<file path="src/rtl/sgs_pkg.sv">
/*
 sgs_pkg: register map, field layout, reset values, switching mode codes,
 control mode codes and timing constants of the servo gain switch selector.
 assumes a 32-bit apb slave on a 100 mhz pclk.
*/
// Function
// - switching only when second_gain_enable is one
// - mode 0 keeps first gain always
// - mode 1 keeps second gain always
// - mode 3: torque above level plus hysteresis
// - mode 3: torque low for delay returns
// - mode 4: velocity change above threshold switches
// - mode 4: velocity change low for delay
// - mode 4 holds first gain outside velocity
// - mode 5: velocity command magnitude with hysteresis
// - mode 6: position deviation magnitude with hysteresis
// - deviation units: encoder or external scale
// - deviation is command minus actual position
// - mode 7: nonzero position command switches
// - mode 8: not positioned switches, positioned returns
// - mode 9: actual speed magnitude with hysteresis
// - mode 10: command zero and slow returns
// - delay in 0.1 ms steps on return
// - hysteresis clamped to level when larger
// - position gain ramps, others switch at once
package sgs_pkg;

    // timing
    localparam int CLK_PERIOD_NS = 10;
    localparam int DLY_STEP_NS = 100_000;
    localparam int DLY_STEP_CYCLES = (DLY_STEP_NS + CLK_PERIOD_NS - 1) / CLK_PERIOD_NS;

    // register byte offsets
    localparam logic [7:0] CTRL_OFF = 8'h00;
    localparam logic [7:0] MODE_OFF = 8'h04;
    localparam logic [7:0] SET_BASE_OFF = 8'h08;
    localparam logic [7:0] SET_STRIDE = 8'h08;
    localparam logic [7:0] SET_DLY_OFF = 8'h04;
    localparam logic [7:0] STAT_OFF = 8'h20;
    localparam logic [7:0] RAMP_OFF = 8'h24;
    localparam int SETS = 3;

    // field layout
    localparam int CTRL_EN_BIT = 0;
    localparam int CTRL_CM_LSB = 1;
    localparam int MODE_W = 4;
    localparam int MODE_POS_LSB = 0;
    localparam int MODE_VEL_LSB = 4;
    localparam int MODE_TRQ_LSB = 8;
    localparam int LVL_W = 15;
    localparam int LVL_LSB = 0;
    localparam int HYS_LSB = 16;
    localparam int DLY_W = 14;
    localparam int STAT_GAIN_BIT = 0;
    localparam int STAT_TIMING_BIT = 1;
    localparam int STAT_WGT_LSB = 8;
    localparam int WGT_W = 8;
    localparam logic [WGT_W-1:0] WGT_MAX = 8'hFF;

    // reset values
    localparam logic CTRL_EN_RST = 1'b0;
    localparam logic [1:0] CTRL_CM_RST = 2'h0;
    localparam logic [MODE_W-1:0] MODE_RST = 4'h0;
    localparam logic [LVL_W-1:0] LVL_RST = 15'h0000;
    localparam logic [LVL_W-1:0] HYS_RST = 15'h0000;
    localparam logic [DLY_W-1:0] DLY_RST = 14'h0000;
    localparam logic [DLY_W-1:0] RAMP_RST = 14'h0000;

    // control modes
    localparam logic [1:0] CM_POS = 2'h0;
    localparam logic [1:0] CM_VEL = 2'h1;
    localparam logic [1:0] CM_TRQ = 2'h2;
    localparam logic [1:0] CM_FULL = 2'h3;

    // switching modes
    localparam logic [MODE_W-1:0] SW_FIX_FIRST = 4'h0;
    localparam logic [MODE_W-1:0] SW_FIX_SECOND = 4'h1;
    localparam logic [MODE_W-1:0] SW_TORQUE = 4'h3;
    localparam logic [MODE_W-1:0] SW_VEL_CHG = 4'h4;
    localparam logic [MODE_W-1:0] SW_VEL_CMD = 4'h5;
    localparam logic [MODE_W-1:0] SW_POS_DEV = 4'h6;
    localparam logic [MODE_W-1:0] SW_POS_CMD = 4'h7;
    localparam logic [MODE_W-1:0] SW_NOT_INP = 4'h8;
    localparam logic [MODE_W-1:0] SW_ACT_SPD = 4'h9;
    localparam logic [MODE_W-1:0] SW_CMD_SPD = 4'hA;

    typedef enum logic {GAIN_FIRST, GAIN_SECOND} sgs_gain_e;

endpackage

</file>
<file path="src/rtl/sgs_delay_timer.sv">
/*
 sgs_delay_timer: counts how long a return condition has held, in 0.1 ms steps.
 assumes run comes from logic on pclk; delay is a stable register value.
*/
`timescale 1ns/1ps
`default_nettype none
module sgs_delay_timer
    import sgs_pkg::*;
#(
    parameter int TICK_CYCLES = DLY_STEP_CYCLES,
    parameter int CW = $clog2(TICK_CYCLES + 1)
)(
    input wire logic pclk,
    input wire logic presetn,
    input wire logic run,
    input wire logic [DLY_W-1:0] delay,
    output logic done,
    output logic busy
);

    localparam logic [CW-1:0] CYC_LAST = CW'(TICK_CYCLES - 1);

    logic [CW-1:0] cyc;
    logic [DLY_W-1:0] ticks;
    logic at_delay;

    assign at_delay = ticks >= delay;
    assign done = run && at_delay;
    assign busy = run && !at_delay;

    // prescaler restarts with the count, so the hold time is exact, not one step short
    always_ff @(posedge pclk or negedge presetn)
    begin
        if (!presetn)
        begin
            cyc <= '0;
            ticks <= '0;
        end
        else if (!run)
        begin
            cyc <= '0;
            ticks <= '0;
        end
        else if (!at_delay)
        begin
            if (cyc == CYC_LAST)
            begin
                cyc <= '0;
                ticks <= ticks + 1'b1;
            end
            else
            begin
                cyc <= cyc + 1'b1;
            end
        end
    end

endmodule // sgs_delay_timer
`default_nettype wire

</file>
<file path="src/rtl/sgs_selector.sv">
/*
 sgs_selector: chooses first or second servo gain set from the switching
 mode of the active control mode, with level, hysteresis and return delay,
 and ramps the position loop gain weight toward the chosen set.
 assumes all process inputs are signed values from logic on pclk, and an
 apb master that keeps psel/penable protocol.
*/
// The address map and the APB interface to the registers were left to the implementer.
`timescale 1ns/1ps
`default_nettype none
module sgs_selector
    import sgs_pkg::*;
#(
    parameter int DW = 32,
    parameter int TICK_CYCLES = DLY_STEP_CYCLES,
    parameter int PCW = $clog2(TICK_CYCLES + 1)
)(
    input wire logic pclk,
    input wire logic presetn,
    input wire logic psel,
    input wire logic penable,
    input wire logic pwrite,
    input wire logic [7:0] paddr,
    input wire logic [31:0] pwdata,
    output logic [31:0] prdata,
    output logic pready,
    output logic pslverr,
    input wire logic signed [DW-1:0] torque_cmd,
    input wire logic signed [DW-1:0] vel_cmd_change,
    input wire logic signed [DW-1:0] vel_cmd,
    input wire logic signed [DW-1:0] cmd_pos_enc,
    input wire logic signed [DW-1:0] act_pos_enc,
    input wire logic signed [DW-1:0] cmd_pos_ext,
    input wire logic signed [DW-1:0] act_pos_ext,
    input wire logic signed [DW-1:0] pos_cmd,
    input wire logic positioning_done,
    input wire logic signed [DW-1:0] act_speed,
    output logic gain_second,
    output logic [WGT_W-1:0] pos_gain_weight
);

    localparam logic [PCW-1:0] PRE_LAST = PCW'(TICK_CYCLES - 1);

    function automatic logic [DW-1:0] mag(input logic [DW-1:0] v);
        mag = v[DW-1] ? (~v + DW'(1)) : v;
    endfunction

    ////////////////////////////////////////////////////////////////////////
    // registers

    logic second_gain_enable;
    logic [1:0] control_mode;
    logic [3*MODE_W-1:0] mode_word;
    logic [LVL_W-1:0] lvl [SETS];
    logic [LVL_W-1:0] hys [SETS];
    logic [DLY_W-1:0] dly [SETS];
    logic [DLY_W-1:0] position_gain_ramp_time;
    sgs_gain_e gain_state;
    sgs_gain_e next_gain_state;

    logic wr_en;
    logic rd_setup;
    logic addr_hit;
    logic [7:0] set_off;
    logic [1:0] rsel;
    logic in_set;
    logic [31:0] rd_word;
    logic timer_busy;

    assign wr_en = psel && penable && pwrite;
    assign rd_setup = psel && !penable;
    assign addr_hit = (paddr[1:0] == 2'b00) && (paddr <= RAMP_OFF);
    assign set_off = paddr - SET_BASE_OFF;
    assign rsel = set_off[4:3];
    assign in_set = (paddr >= SET_BASE_OFF) && (paddr < STAT_OFF);
    // no wait states; an unmapped word answers with an error
    assign pready = 1'b1;
    assign pslverr = psel && penable && !addr_hit;

    always_ff @(posedge pclk or negedge presetn)
    begin
        if (!presetn)
        begin
            second_gain_enable <= CTRL_EN_RST;
            control_mode <= CTRL_CM_RST;
        end
        else if (wr_en && paddr == CTRL_OFF)
        begin
            second_gain_enable <= pwdata[CTRL_EN_BIT];
            control_mode <= pwdata[CTRL_CM_LSB +: 2];
        end
    end

    always_ff @(posedge pclk or negedge presetn)
    begin
        if (!presetn)
            mode_word <= {MODE_RST, MODE_RST, MODE_RST};
        else if (wr_en && paddr == MODE_OFF)
            mode_word <= pwdata[3*MODE_W-1:0];
    end

    always_ff @(posedge pclk or negedge presetn)
    begin
        if (!presetn)
            position_gain_ramp_time <= RAMP_RST;
        else if (wr_en && paddr == RAMP_OFF)
            position_gain_ramp_time <= pwdata[DLY_W-1:0];
    end

    // one level/hysteresis word and one delay word per control set
    for (genvar gi = 0; gi < SETS; gi++)
    begin : g_set
        localparam logic [7:0] LOFF = SET_BASE_OFF + 8'(gi * SET_STRIDE);
        always_ff @(posedge pclk or negedge presetn)
        begin
            if (!presetn)
            begin
                lvl[gi] <= LVL_RST;
                hys[gi] <= HYS_RST;
                dly[gi] <= DLY_RST;
            end
            else if (wr_en && paddr == LOFF)
            begin
                lvl[gi] <= pwdata[LVL_LSB +: LVL_W];
                hys[gi] <= pwdata[HYS_LSB +: LVL_W];
            end
            else if (wr_en && paddr == LOFF + SET_DLY_OFF)
            begin
                dly[gi] <= pwdata[DLY_W-1:0];
            end
        end
    end

    always_comb
    begin
        rd_word = 32'h0000_0000;
        if (paddr == CTRL_OFF)
        begin
            rd_word[CTRL_EN_BIT] = second_gain_enable;
            rd_word[CTRL_CM_LSB +: 2] = control_mode;
        end
        else if (paddr == MODE_OFF)
            rd_word[3*MODE_W-1:0] = mode_word;
        else if (in_set && paddr[2])
            rd_word[DLY_W-1:0] = dly[rsel];
        else if (in_set)
        begin
            rd_word[LVL_LSB +: LVL_W] = lvl[rsel];
            rd_word[HYS_LSB +: LVL_W] = hys[rsel];
        end
        else if (paddr == STAT_OFF)
        begin
            rd_word[STAT_GAIN_BIT] = gain_second;
            rd_word[STAT_TIMING_BIT] = timer_busy;
            rd_word[STAT_WGT_LSB +: WGT_W] = pos_gain_weight;
        end
        else if (paddr == RAMP_OFF)
            rd_word[DLY_W-1:0] = position_gain_ramp_time;
    end

    // read data is caught in the setup cycle and held through the access
    always_ff @(posedge pclk or negedge presetn)
    begin
        if (!presetn)
            prdata <= 32'h0000_0000;
        else if (rd_setup)
            prdata <= addr_hit ? rd_word : 32'h0000_0000;
    end

    ////////////////////////////////////////////////////////////////////////
    // thresholds and process values

    logic is_vel;
    logic in_pos_fc;
    logic [1:0] set_idx;
    logic [MODE_W-1:0] act_mode;
    logic [LVL_W-1:0] lvl_sel;
    logic [LVL_W-1:0] hys_sel;
    logic [LVL_W-1:0] hys_eff;
    logic [DLY_W-1:0] dly_sel;
    logic [DW-1:0] up_ext;
    logic [DW-1:0] dn_ext;
    logic [DW-1:0] pos_dev;
    logic [DW-1:0] trq_mag;
    logic [DW-1:0] vchg_mag;
    logic [DW-1:0] vcmd_mag;
    logic [DW-1:0] dev_mag;
    logic [DW-1:0] spd_mag;

    assign is_vel = control_mode == CM_VEL;
    assign in_pos_fc = (control_mode == CM_POS) || (control_mode == CM_FULL);
    // full-closed shares the position control set
    assign set_idx = is_vel ? 2'd1 : (control_mode == CM_TRQ) ? 2'd2 : 2'd0;
    assign act_mode = mode_word[set_idx * MODE_W +: MODE_W];
    assign lvl_sel = lvl[set_idx];
    assign hys_sel = hys[set_idx];
    assign dly_sel = dly[set_idx];
    assign hys_eff = (lvl_sel < hys_sel) ? lvl_sel : hys_sel;
    assign up_ext = DW'(lvl_sel) + DW'(hys_eff);
    assign dn_ext = DW'(lvl_sel - hys_eff);
    // the scale pair is used in full-closed, so level counts in scale units
    assign pos_dev = (control_mode == CM_FULL) ? (cmd_pos_ext - act_pos_ext)
                                               : (cmd_pos_enc - act_pos_enc);
    assign trq_mag = mag(torque_cmd);
    assign vchg_mag = mag(vel_cmd_change);
    assign vcmd_mag = mag(vel_cmd);
    assign dev_mag = mag(pos_dev);
    assign spd_mag = mag(act_speed);

    ////////////////////////////////////////////////////////////////////////
    // switching conditions

    logic force_first;
    logic force_second;
    logic up_cond;
    logic ret_cond;

    always_comb
    begin
        force_first = 1'b0;
        force_second = 1'b0;
        up_cond = 1'b0;
        ret_cond = 1'b0;
        case (act_mode)
            SW_FIX_FIRST: force_first = 1'b1;
            SW_FIX_SECOND: force_second = 1'b1;
            SW_TORQUE:
            begin
                up_cond = trq_mag > up_ext;
                ret_cond = trq_mag < dn_ext;
            end
            SW_VEL_CHG:
            begin
                force_first = !is_vel;
                up_cond = vchg_mag > up_ext;
                ret_cond = vchg_mag < dn_ext;
            end
            SW_VEL_CMD:
            begin
                force_first = !(in_pos_fc || is_vel);
                up_cond = vcmd_mag > up_ext;
                ret_cond = vcmd_mag < dn_ext;
            end
            SW_POS_DEV:
            begin
                force_first = !in_pos_fc;
                up_cond = dev_mag > up_ext;
                ret_cond = dev_mag < dn_ext;
            end
            SW_POS_CMD:
            begin
                force_first = !in_pos_fc;
                up_cond = pos_cmd != '0;
                ret_cond = pos_cmd == '0;
            end
            SW_NOT_INP:
            begin
                force_first = !in_pos_fc;
                up_cond = !positioning_done;
                ret_cond = positioning_done;
            end
            SW_ACT_SPD:
            begin
                force_first = !in_pos_fc;
                up_cond = spd_mag > up_ext;
                ret_cond = spd_mag < dn_ext;
            end
            SW_CMD_SPD:
            begin
                force_first = !in_pos_fc;
                up_cond = pos_cmd != '0;
                ret_cond = (pos_cmd == '0) && (spd_mag < dn_ext);
            end
            // reserved codes act as fixed first gain, the safe side
            default: force_first = 1'b1;
        endcase
        if (!second_gain_enable)
        begin
            force_first = 1'b1;
            force_second = 1'b0;
        end
    end

    ////////////////////////////////////////////////////////////////////////
    // gain state and return delay

    logic timer_run;
    logic ret_done;

    assign timer_run = (gain_state == GAIN_SECOND) && !force_first && !force_second && ret_cond;

    sgs_delay_timer #(
        .TICK_CYCLES(TICK_CYCLES)
    ) u_delay (
        .pclk(pclk),
        .presetn(presetn),
        .run(timer_run),
        .delay(dly_sel),
        .done(ret_done),
        .busy(timer_busy)
    );

    always_comb
    begin
        next_gain_state = gain_state;
        case (gain_state)
            GAIN_FIRST:
                if (force_second || (!force_first && up_cond))
                    next_gain_state = GAIN_SECOND;
            GAIN_SECOND:
                if (force_first || ret_done)
                    next_gain_state = GAIN_FIRST;
            default: next_gain_state = GAIN_FIRST;
        endcase
    end

    always_ff @(posedge pclk or negedge presetn)
    begin
        if (!presetn)
            gain_state <= GAIN_FIRST;
        else
            gain_state <= next_gain_state;
    end

    // velocity gain, integrator, detection and torque filters follow this at once
    assign gain_second = gain_state == GAIN_SECOND;

    ////////////////////////////////////////////////////////////////////////
    // position gain ramp: weight 0 is all first set, WGT_MAX all second

    logic [PCW-1:0] pre_cnt;
    logic ramp_tick;
    logic [DLY_W-1:0] ramp_cnt;
    logic [WGT_W-1:0] wgt_target;
    logic ramp_step;

    assign ramp_tick = pre_cnt == PRE_LAST;
    assign wgt_target = gain_second ? WGT_MAX : '0;
    assign ramp_step = ramp_tick && (ramp_cnt + 1'b1 >= position_gain_ramp_time);

    always_ff @(posedge pclk or negedge presetn)
    begin
        if (!presetn)
            pre_cnt <= '0;
        else
            pre_cnt <= ramp_tick ? '0 : pre_cnt + 1'b1;
    end

    // one weight step per ramp_time ticks; a full swing takes WGT_MAX steps
    always_ff @(posedge pclk or negedge presetn)
    begin
        if (!presetn)
        begin
            ramp_cnt <= '0;
            pos_gain_weight <= '0;
        end
        else if (position_gain_ramp_time == '0 || pos_gain_weight == wgt_target)
        begin
            ramp_cnt <= '0;
            pos_gain_weight <= wgt_target;
        end
        else if (ramp_step)
        begin
            ramp_cnt <= '0;
            pos_gain_weight <= gain_second ? pos_gain_weight + 1'b1
                                           : pos_gain_weight - 1'b1;
        end
        else if (ramp_tick)
        begin
            ramp_cnt <= ramp_cnt + 1'b1;
        end
    end
endmodule // sgs_selector
`default_nettype wire

</file>
<file path="config.mk">
export PLATFORM = sky130hd
export DESIGN_NAME = sgs_selector
export DESIGN_NICKNAME = d
export VERILOG_FILES = /design/src/rtl/sgs_pkg.sv /design/src/rtl/sgs_delay_timer.sv /design/src/rtl/sgs_selector.sv
export SDC_FILE = /design/constraint.sdc
export NUM_CORES = 1
export LEC_CHECK = 0
export ABC_CLOCK_PERIOD_IN_PS = 11250
export BUFFER_PORTS_ARGS = -buffer_cell sky130_fd_sc_hd__buf_2
export CORE_MARGIN = 1.5
export CORE_UTILIZATION = 51
export CTS_CLUSTER_DIAMETER = 40
export DETAILED_ROUTE_END_ITERATION = 8
export PLACE_DENSITY = 0.75
export SYNTH_ARGS = -nofsm -noshare
export SYNTH_HDL_FRONTEND = slang
export SYNTH_HIERARCHICAL = 1
export SYNTH_SLANG_ARGS = --single-unit
</file>
<file path="constraint.sdc">
create_clock -name pclk -period 11.25 [get_ports pclk]
set_clock_uncertainty 0.05 [all_clocks]
set_input_delay 0.5625 -clock pclk [delete_from_list [all_inputs] [get_ports pclk]]
set_output_delay 0.5625 -clock pclk [all_outputs]
set_load 0.01 [all_outputs]
</file>
==> flow_summary.json, run 1 <==
{
  "status": "complete, no violations",
  "synth_edf_count": 0,
  "maxSlewViolCount": 0,
  "ys_seq_area_share_pct": 21.5,
  "drtIter0Drc": 2048,
  "ys_top_cells_by_area": "dfrtp_1 (22%), ha_1 (16%), mux2_2 (7.5%), xnor2_1 (5.6%), a21oi_1 (4.3%)",
  "crit_path_start_kind": "flip-flop",
  "viasPerCell": 6.19,
  "core_sq_um": 57800,
  "vdd_drop_max_v": 0.000119,
  "finalNonFillerCells": 4668,
  "reg2reg_slack_ns": 0.77,
  "n_fill_cell": 5227,
  "required_ns": 11.59,
  "path_max_fanout": 43,
  "grt_pass1_wl_microns": 144000,
  "numCtsBuffers": 36,
  "yosysTopAreaCell": "dfrtp_1",
  "cp-endpoint": "gain_second$_DFF_PN0_",
  "port_buffers": 372,
  "ys_ff_latch": 257,
  "place.gp.congestion": 0.969,
  "synthCells": 3568,
  "boundaryPins": 377,
  "antenna_found_initial": 5,
  "area_delta_synth_final_pct": 13.3,
  "routed_wl_microns": 91700,
  "seqCellArea_sq_um": 6430,
  "power_density_nw_per_um2": 108,
  "async_reset_ff_share_pct": 100,
  "max_slew_margin_pct": 20.3,
  "syn_area_sq_um": 29800,
  "clock_path_buffers": 3,
  "p_leak_nw": 15.4,
  "grt_usage_pct": 29.5,
  "wl_per_cell_microns": 19.6,
  "final_layout_size_suffix_gt1_share_pct": 18.8,
  "cp_slowest_stage_delay_ns": 0.41,
  "totalPowerFinal_mw": 3.65,
  "dpl.hpwl_microns": 69600,
  "critPathLaunch": "control_mode[1]$_DFFE_PN0P_",
  "timing.rr.start": "control_mode[1]$_DFFE_PN0P_",
  "path_class": "reg -> reg",
  "synth_warnings": 6,
  "grt_overflow_total": 0,
  "worstPathArrival_ns": 10.82,
  "clock-sinks": 257,
  "netlist.area_leader.share_pct": 21.5,
  "dieArea_sq_um": 60000,
  "clk_pin_slew_ns": 0.05,
  "cp_common_cell": "a21oi_1",
  "multiInputGateArea_sq_um": 22300,
  "grt_max_degree": 155,
  "cts_tree": "built",
  "htree_levels": 2,
  "period_needed_ns": 10.48,
  "drc_errors": 0,
  "end_kind": "flip-flop",
  "start_util_pct": 51.6,
  "syn_nets": 4285,
  "fin_nets": 4592,
  "first_pass_iters": 6,
  "syn_area_per_cell_sq_um": 8.37,
  "rr_endpoint": "gain_second$_DFF_PN0_",
  "crit_slowest_cell": "dfrtp_1",
  "rsz0062_at_grt": "no",
  "clk_latency_ns": 0.55,
  "dieWidth_microns": 245,
  "rr_worst_depth": 51,
  "placed_cells": 4599,
  "finalCritPeriodShare_pct": 93.2,
  "rows": 88,
  "max_cap_viol_count": 0,
  "synth_cell_type_count": 102,
  "ant_nets": 0,
  "grt_pass1_vias": 27041,
  "clock.fmax_ghz": 0.0954,
  "cts_root_buf": "clkbuf_16",
  "final-setup-viol-count": 0,
  "tightest_slew_ns": 1.18,
  "via_count": 28872,
  "hold_path.class": "in -> async",
  "tns_ns": 0,
  "fp.dieH_microns": 245,
  "finalHoldViolCount": 0,
  "synth_ff_type": "dfrtp_1"
}
-- cell families after synthesis --
kind of cell	count (synthesis)	synth area share (%)
adder cells (fa/ha/maj)	390	16.4
other	2	0.0252
buffers and inverters	328	4.24
flip-flops	257	21.5
XOR/XNOR	236	6.92
multiplexers	319	11.5
AND/OR/NAND/NOR	1068	18.3
AO/OA/AOI/OAI	968	21.0
-- cells in the mapped netlist (73+ instances only) --
master / count
a21o_1: 87
a21oi_1: 257
clkbuf_1: 134
dfrtp_1: 257
ha_1: 378
inv_1: 169
mux2_2: 199
mux2i_1: 119
nand2_1: 304
nand2b_1: 73
nand4_1: 84
nor2_1: 209
o21ai_0: 244
xnor2_1: 192
-- cell usage in the layout, fill, tap and decap left out, types with 13 or more instances in the layout --
| cell | instances |
|---|---|
| a211oi_1 | 28 |
| a21o_1 | 87 |
| a21oi_1 | 257 |
| a221oi_1 | 24 |
| a31oi_1 | 35 |
| and2_1 | 13 |
| and3_1 | 27 |
| and4_1 | 14 |
| buf_2 | 371 |
| buf_4 | 50 |
| clkbuf_16 | 36 |
| dfrtp_1 | 257 |
| ha_1 | 375 |
| inv_1 | 169 |
| mux2_2 | 199 |
| mux2i_1 | 119 |
| nand2_1 | 304 |
| nand2b_1 | 73 |
| nand3_1 | 65 |
| nand4_1 | 84 |
| nor2_1 | 209 |
| nor2b_1 | 43 |
| nor3_1 | 60 |
| nor3b_1 | 15 |
| nor4_1 | 59 |
| o211ai_1 | 26 |
| o21a_1 | 40 |
| o21ai_0 | 242 |
| o21bai_1 | 15 |
| o31ai_1 | 47 |
| o41ai_1 | 25 |
| or2_2 | 14 |
| or3_1 | 25 |
| or4_1 | 24 |
| xnor2_1 | 192 |
| xor2_1 | 44 |
-- critical path, delay by kind of cell, from the launching register on --
family	cells	cell delay (ns)
buf+inv	6	1.53
flops	1	0.41
mux	2	0.54
compound gates	28	5.48
simple gates	11	1.01
fa+ha+maj	4	1.28
-- how the worst min path moves through the flow --
stage                               startpoint                        endpoint  slack [ns]  cells past startpoint
after detailed placement  pre_cnt[0]$_DFF_PN0_            pre_cnt[0]$_DFF_PN0_        0.41                      1
after CTS                              presetn  pos_gain_weight[5]$_DFFE_PN0P_        0.05                      1
after global placement    pre_cnt[0]$_DFF_PN0_            pre_cnt[0]$_DFF_PN0_        0.40                      1
final                                  presetn         ramp_cnt[2]$_DFFE_PN0P_       0.007                      1
after floorplan                        presetn     control_mode[0]$_DFFE_PN0P_        0.22                      0
after global routing                   presetn            pre_cnt[8]$_DFF_PN0_        0.08                      1
-- metrics by stage --
stage	utilization (%)	hold slack [ns]	area [sq um]	setup WS (ns)
6_report	58.5	0.00692	33800	0.770
5_1_grt	58.5	0.0800	33800	0.0993
4_1_cts	58.4	0.0461	33700	0.463
3_5_place_dp	56.2	0.405	32500	0.461
3_3_place_gp	56.2	0.401	32500	0.728
2_1_floorplan	-	0.217	29900	0.0903
-- sequential cells by signal, summed over array words and instances (netlist names), 2 cells and up --
signal	flops
hys	45
lvl	45
dly	42
prdata	31
position_gain_ramp_time	14
pre_cnt	14
ramp_cnt	14
u_delay/cyc	14
u_delay/ticks	14
mode_word	12
pos_gain_weight	8
control_mode	2
-- metal layers --
metal | track usage, % | wire length [microns] | vias up
met3 | 3.52 | 5830 | 177
met2 | 49.3 | 42700 | 1014
met1 | 39.1 | 39900 | 13778
li1 | - | - | 13899
met5 | 0 | 27 | -
met4 | 10.5 | 3210 | 4
-- power by group --
group / internal [mW] / switching (mW) / total [mW]
Clock: 0.712 / 0.444 / 1.16
Sequential: 0.934 / 0.00779 / 0.942
Combinational: 0.650 / 0.906 / 1.56
-- what timing repair did --
item,CTS,global route
setup endpoints to repair,0,13
gates resized for setup,0,7
setup buffers,0,2
hold buffers,0,0
-- final cells by class --
class,instances,share of cell area [%]
Multi-Input combinational cell,2984,65.8
Sequential cell,257,19.0
Timing Repair Buffer,425,6.80
Clock buffer,44,2.84
Tap cell,765,2.83
Inverter,171,1.90
Clock inverter,19,0.795
Antenna cell,3,0.0222
(Power assumes the default switching activity.)
==> inputs of run 2 (changes only) <==
CTS_BUF_LIST = sky130_fd_sc_hd__clkbuf_16   (was default)
==> flow_summary.json, run 2 (synthesis results as in run 1) <==
{
  "wl_per_cell_microns": 19.7,
  "switching_share_pct": 37.4,
  "postCtsHoldBufs": 0,
  "grt_pass1_wl_microns": 144000,
  "path_max_fanout": 43,
  "cp_common_cell": "a21oi_1",
  "cts_root_buf": "clkbuf_16",
  "viasPerCell": 6.19,
  "rsz0062_at_grt": "no",
  "met3_length_microns": 5750,
  "max_slew_margin_pct": 23.0,
  "clock.fmax_ghz": 0.0956,
  "cp_slowest_stage_delay_ns": 0.41,
  "grt_usage_pct": 29.5,
  "reg2reg_slack_ns": 0.79,
  "period_needed_ns": 10.46,
  "hold_path.class": "in -> async",
  "n_fill_cell": 5233,
  "hold_ws_ns": 0.0124,
  "worstPathArrival_ns": 10.79,
  "clk_pin_slew_ns": 0.05,
  "grt_pass1_vias": 27067,
  "final-setup-viol-count": 0,
  "rows": 88,
  "layout_common_cells": "ha_1 (375), buf_2 (371), nand2_1 (304), a21oi_1 (257), dfrtp_1 (257)",
  "crit_slowest_cell": "dfrtp_1",
  "start_util_pct": 51.6,
  "cts_tree": "built",
  "path_class": "reg -> reg",
  "finalHoldViolCount": 0,
  "vdd_drop_max_v": 0.000120,
  "area_delta_synth_final_pct": 13.2,
  "power_density_nw_per_um2": 107,
  "critPathLaunch": "control_mode[1]$_DFFE_PN0P_",
  "drc_errors": 0,
  "seqPwrFrac_pct": 26.0,
  "status": "complete, no violations",
  "placed_cells": 4599,
  "rr_worst_depth": 51,
  "rr_endpoint": "gain_second$_DFF_PN0_",
  "first_pass_iters": 5,
  "p_int_mw": 2.27,
  "via_count": 28886,
  "end_kind": "flip-flop",
  "finalNonFillerCells": 4667,
  "p_leak_nw": 15.5,
  "dieArea_sq_um": 60000,
  "fin_nets": 4592,
  "fp.dieH_microns": 245,
  "seqCellArea_sq_um": 6430,
  "wl_met2_microns": 42700,
  "multiInputGateArea_sq_um": 22300,
  "clk_latency_ns": 0.54,
  "grt_max_degree": 155,
  "routed_wl_microns": 91700,
  "highest_layer": "met5",
  "final_common_cell": "ha_1",
  "tightest_slew_ns": 1.14,
  "comb_power_share_pct": 42.9,
  "timing.rr.start": "control_mode[1]$_DFFE_PN0P_",
  "clock_path_buffers": 3,
  "maxSlewViolCount": 0,
  "boundaryPins": 377,
  "finalCritPeriodShare_pct": 92.9,
  "clock-sinks": 257,
  "core_sq_um": 57800,
  "clockPowerShare_pct": 31.1,
  "numCtsBuffers": 36,
  "grt_overflow_total": 0,
  "htree_levels": 2,
  "final_layout_size_suffix_gt1_share_pct": 18.8,
  "place.gp.congestion": 0.969,
  "tns_ns": 0,
  "dpl.hpwl_microns": 69600,
  "met1_length_microns": 40000,
  "cp-endpoint": "gain_second$_DFF_PN0_",
  "ant_nets": 0,
  "dieWidth_microns": 245,
  "port_buffers": 372,
  "reg_top3": "hys: 45 flops, lvl: 45 flops, dly: 42 flops",
  "required_ns": 11.58,
  "max_cap_viol_count": 0,
  "crit_path_start_kind": "flip-flop",
  "antenna_found_initial": 6,
  "drtIter0Drc": 2043,
  "p_sw_mw": 1.36
}
run 2: cell count changes in the layout (fill, tap and decap cells not counted):
cell | previous run | this run
clkbuf_8 | 3 | 0
inv_1 | 169 | 174
clkinv_1 | 2 | 5
diode_2 | 3 | 2
clkbuf_1 | 5 | 0
run 2: timing repair:
item / CTS / global route
resized for setup: 0 / 7
buffers inserted: 0 / 2
hold endpoints to repair: 0 / 0
endpoints found under the setup margin: 0 / 13
run 2: layout make-up:
cell class,count,share of cell area [%]
multi-input combinational,2984,65.9
sequential,257,19.0
timing repair buffer,425,6.80
tap,765,2.83
clock buffer,36,2.67
inverter,171,1.90
clock inverter,27,0.885
antenna,2,0.0148
run 2: per-layer routing:
layer	track usage, %	up-vias
li1	-	13907
met1	39.0	13809
met2	49.2	973
met3	3.76	191
met4	10.7	6
met5	0	-
run 2: worst min-delay path by stage:
stage               slack [ns]  cells past startpoint                     endpoint                  from
floorplan                 0.22                      0  control_mode[0]$_DFFE_PN0P_               presetn
global placement          0.40                      1         pre_cnt[0]$_DFF_PN0_  pre_cnt[0]$_DFF_PN0_
detailed placement        0.41                      1         pre_cnt[0]$_DFF_PN0_  pre_cnt[0]$_DFF_PN0_
CTS                       0.05                      1        pre_cnt[10]$_DFF_PN0_               presetn
global route              0.09                      1         pre_cnt[8]$_DFF_PN0_               presetn
finish                    0.01                      1      ramp_cnt[0]$_DFFE_PN0P_               presetn
run 2: power groups by stage:
stage          combinational, mW  clock [mW]  sequential, mW
2_1_floorplan               1.07           0           0.955
3_3_place_gp                1.48           0           0.957
3_5_place_dp                1.51           0           0.957
4_1_cts                     1.52        1.14           0.941
5_1_grt                     1.75        1.18           0.942
6_report                    1.56        1.13           0.942
run 2: critical path: cells and delay by family (launching register included):
| kind | cells | cell delay [ns] |
|---|---|---|
| fa+ha+maj | 4 | 1.27 |
| compound gates | 28 | 5.47 |
| mux | 2 | 0.54 |
| buf+inv | 6 | 1.53 |
| simple gates | 11 | 0.99 |
| flops | 1 | 0.41 |
run 2: per-stage QoR:
step / total power [mW] / worst slack [ns] / util (%) / area (sq um)
after floorplan: 2.03 / 0.0903 / - / 29900
after global placement: 2.44 / 0.728 / 56.2 / 32500
after detailed placement: 2.47 / 0.461 / 56.2 / 32500
after CTS: 3.61 / 0.465 / 58.3 / 33700
after global routing: 3.87 / 0.100 / 58.5 / 33800
final: 3.63 / 0.793 / 58.5 / 33800
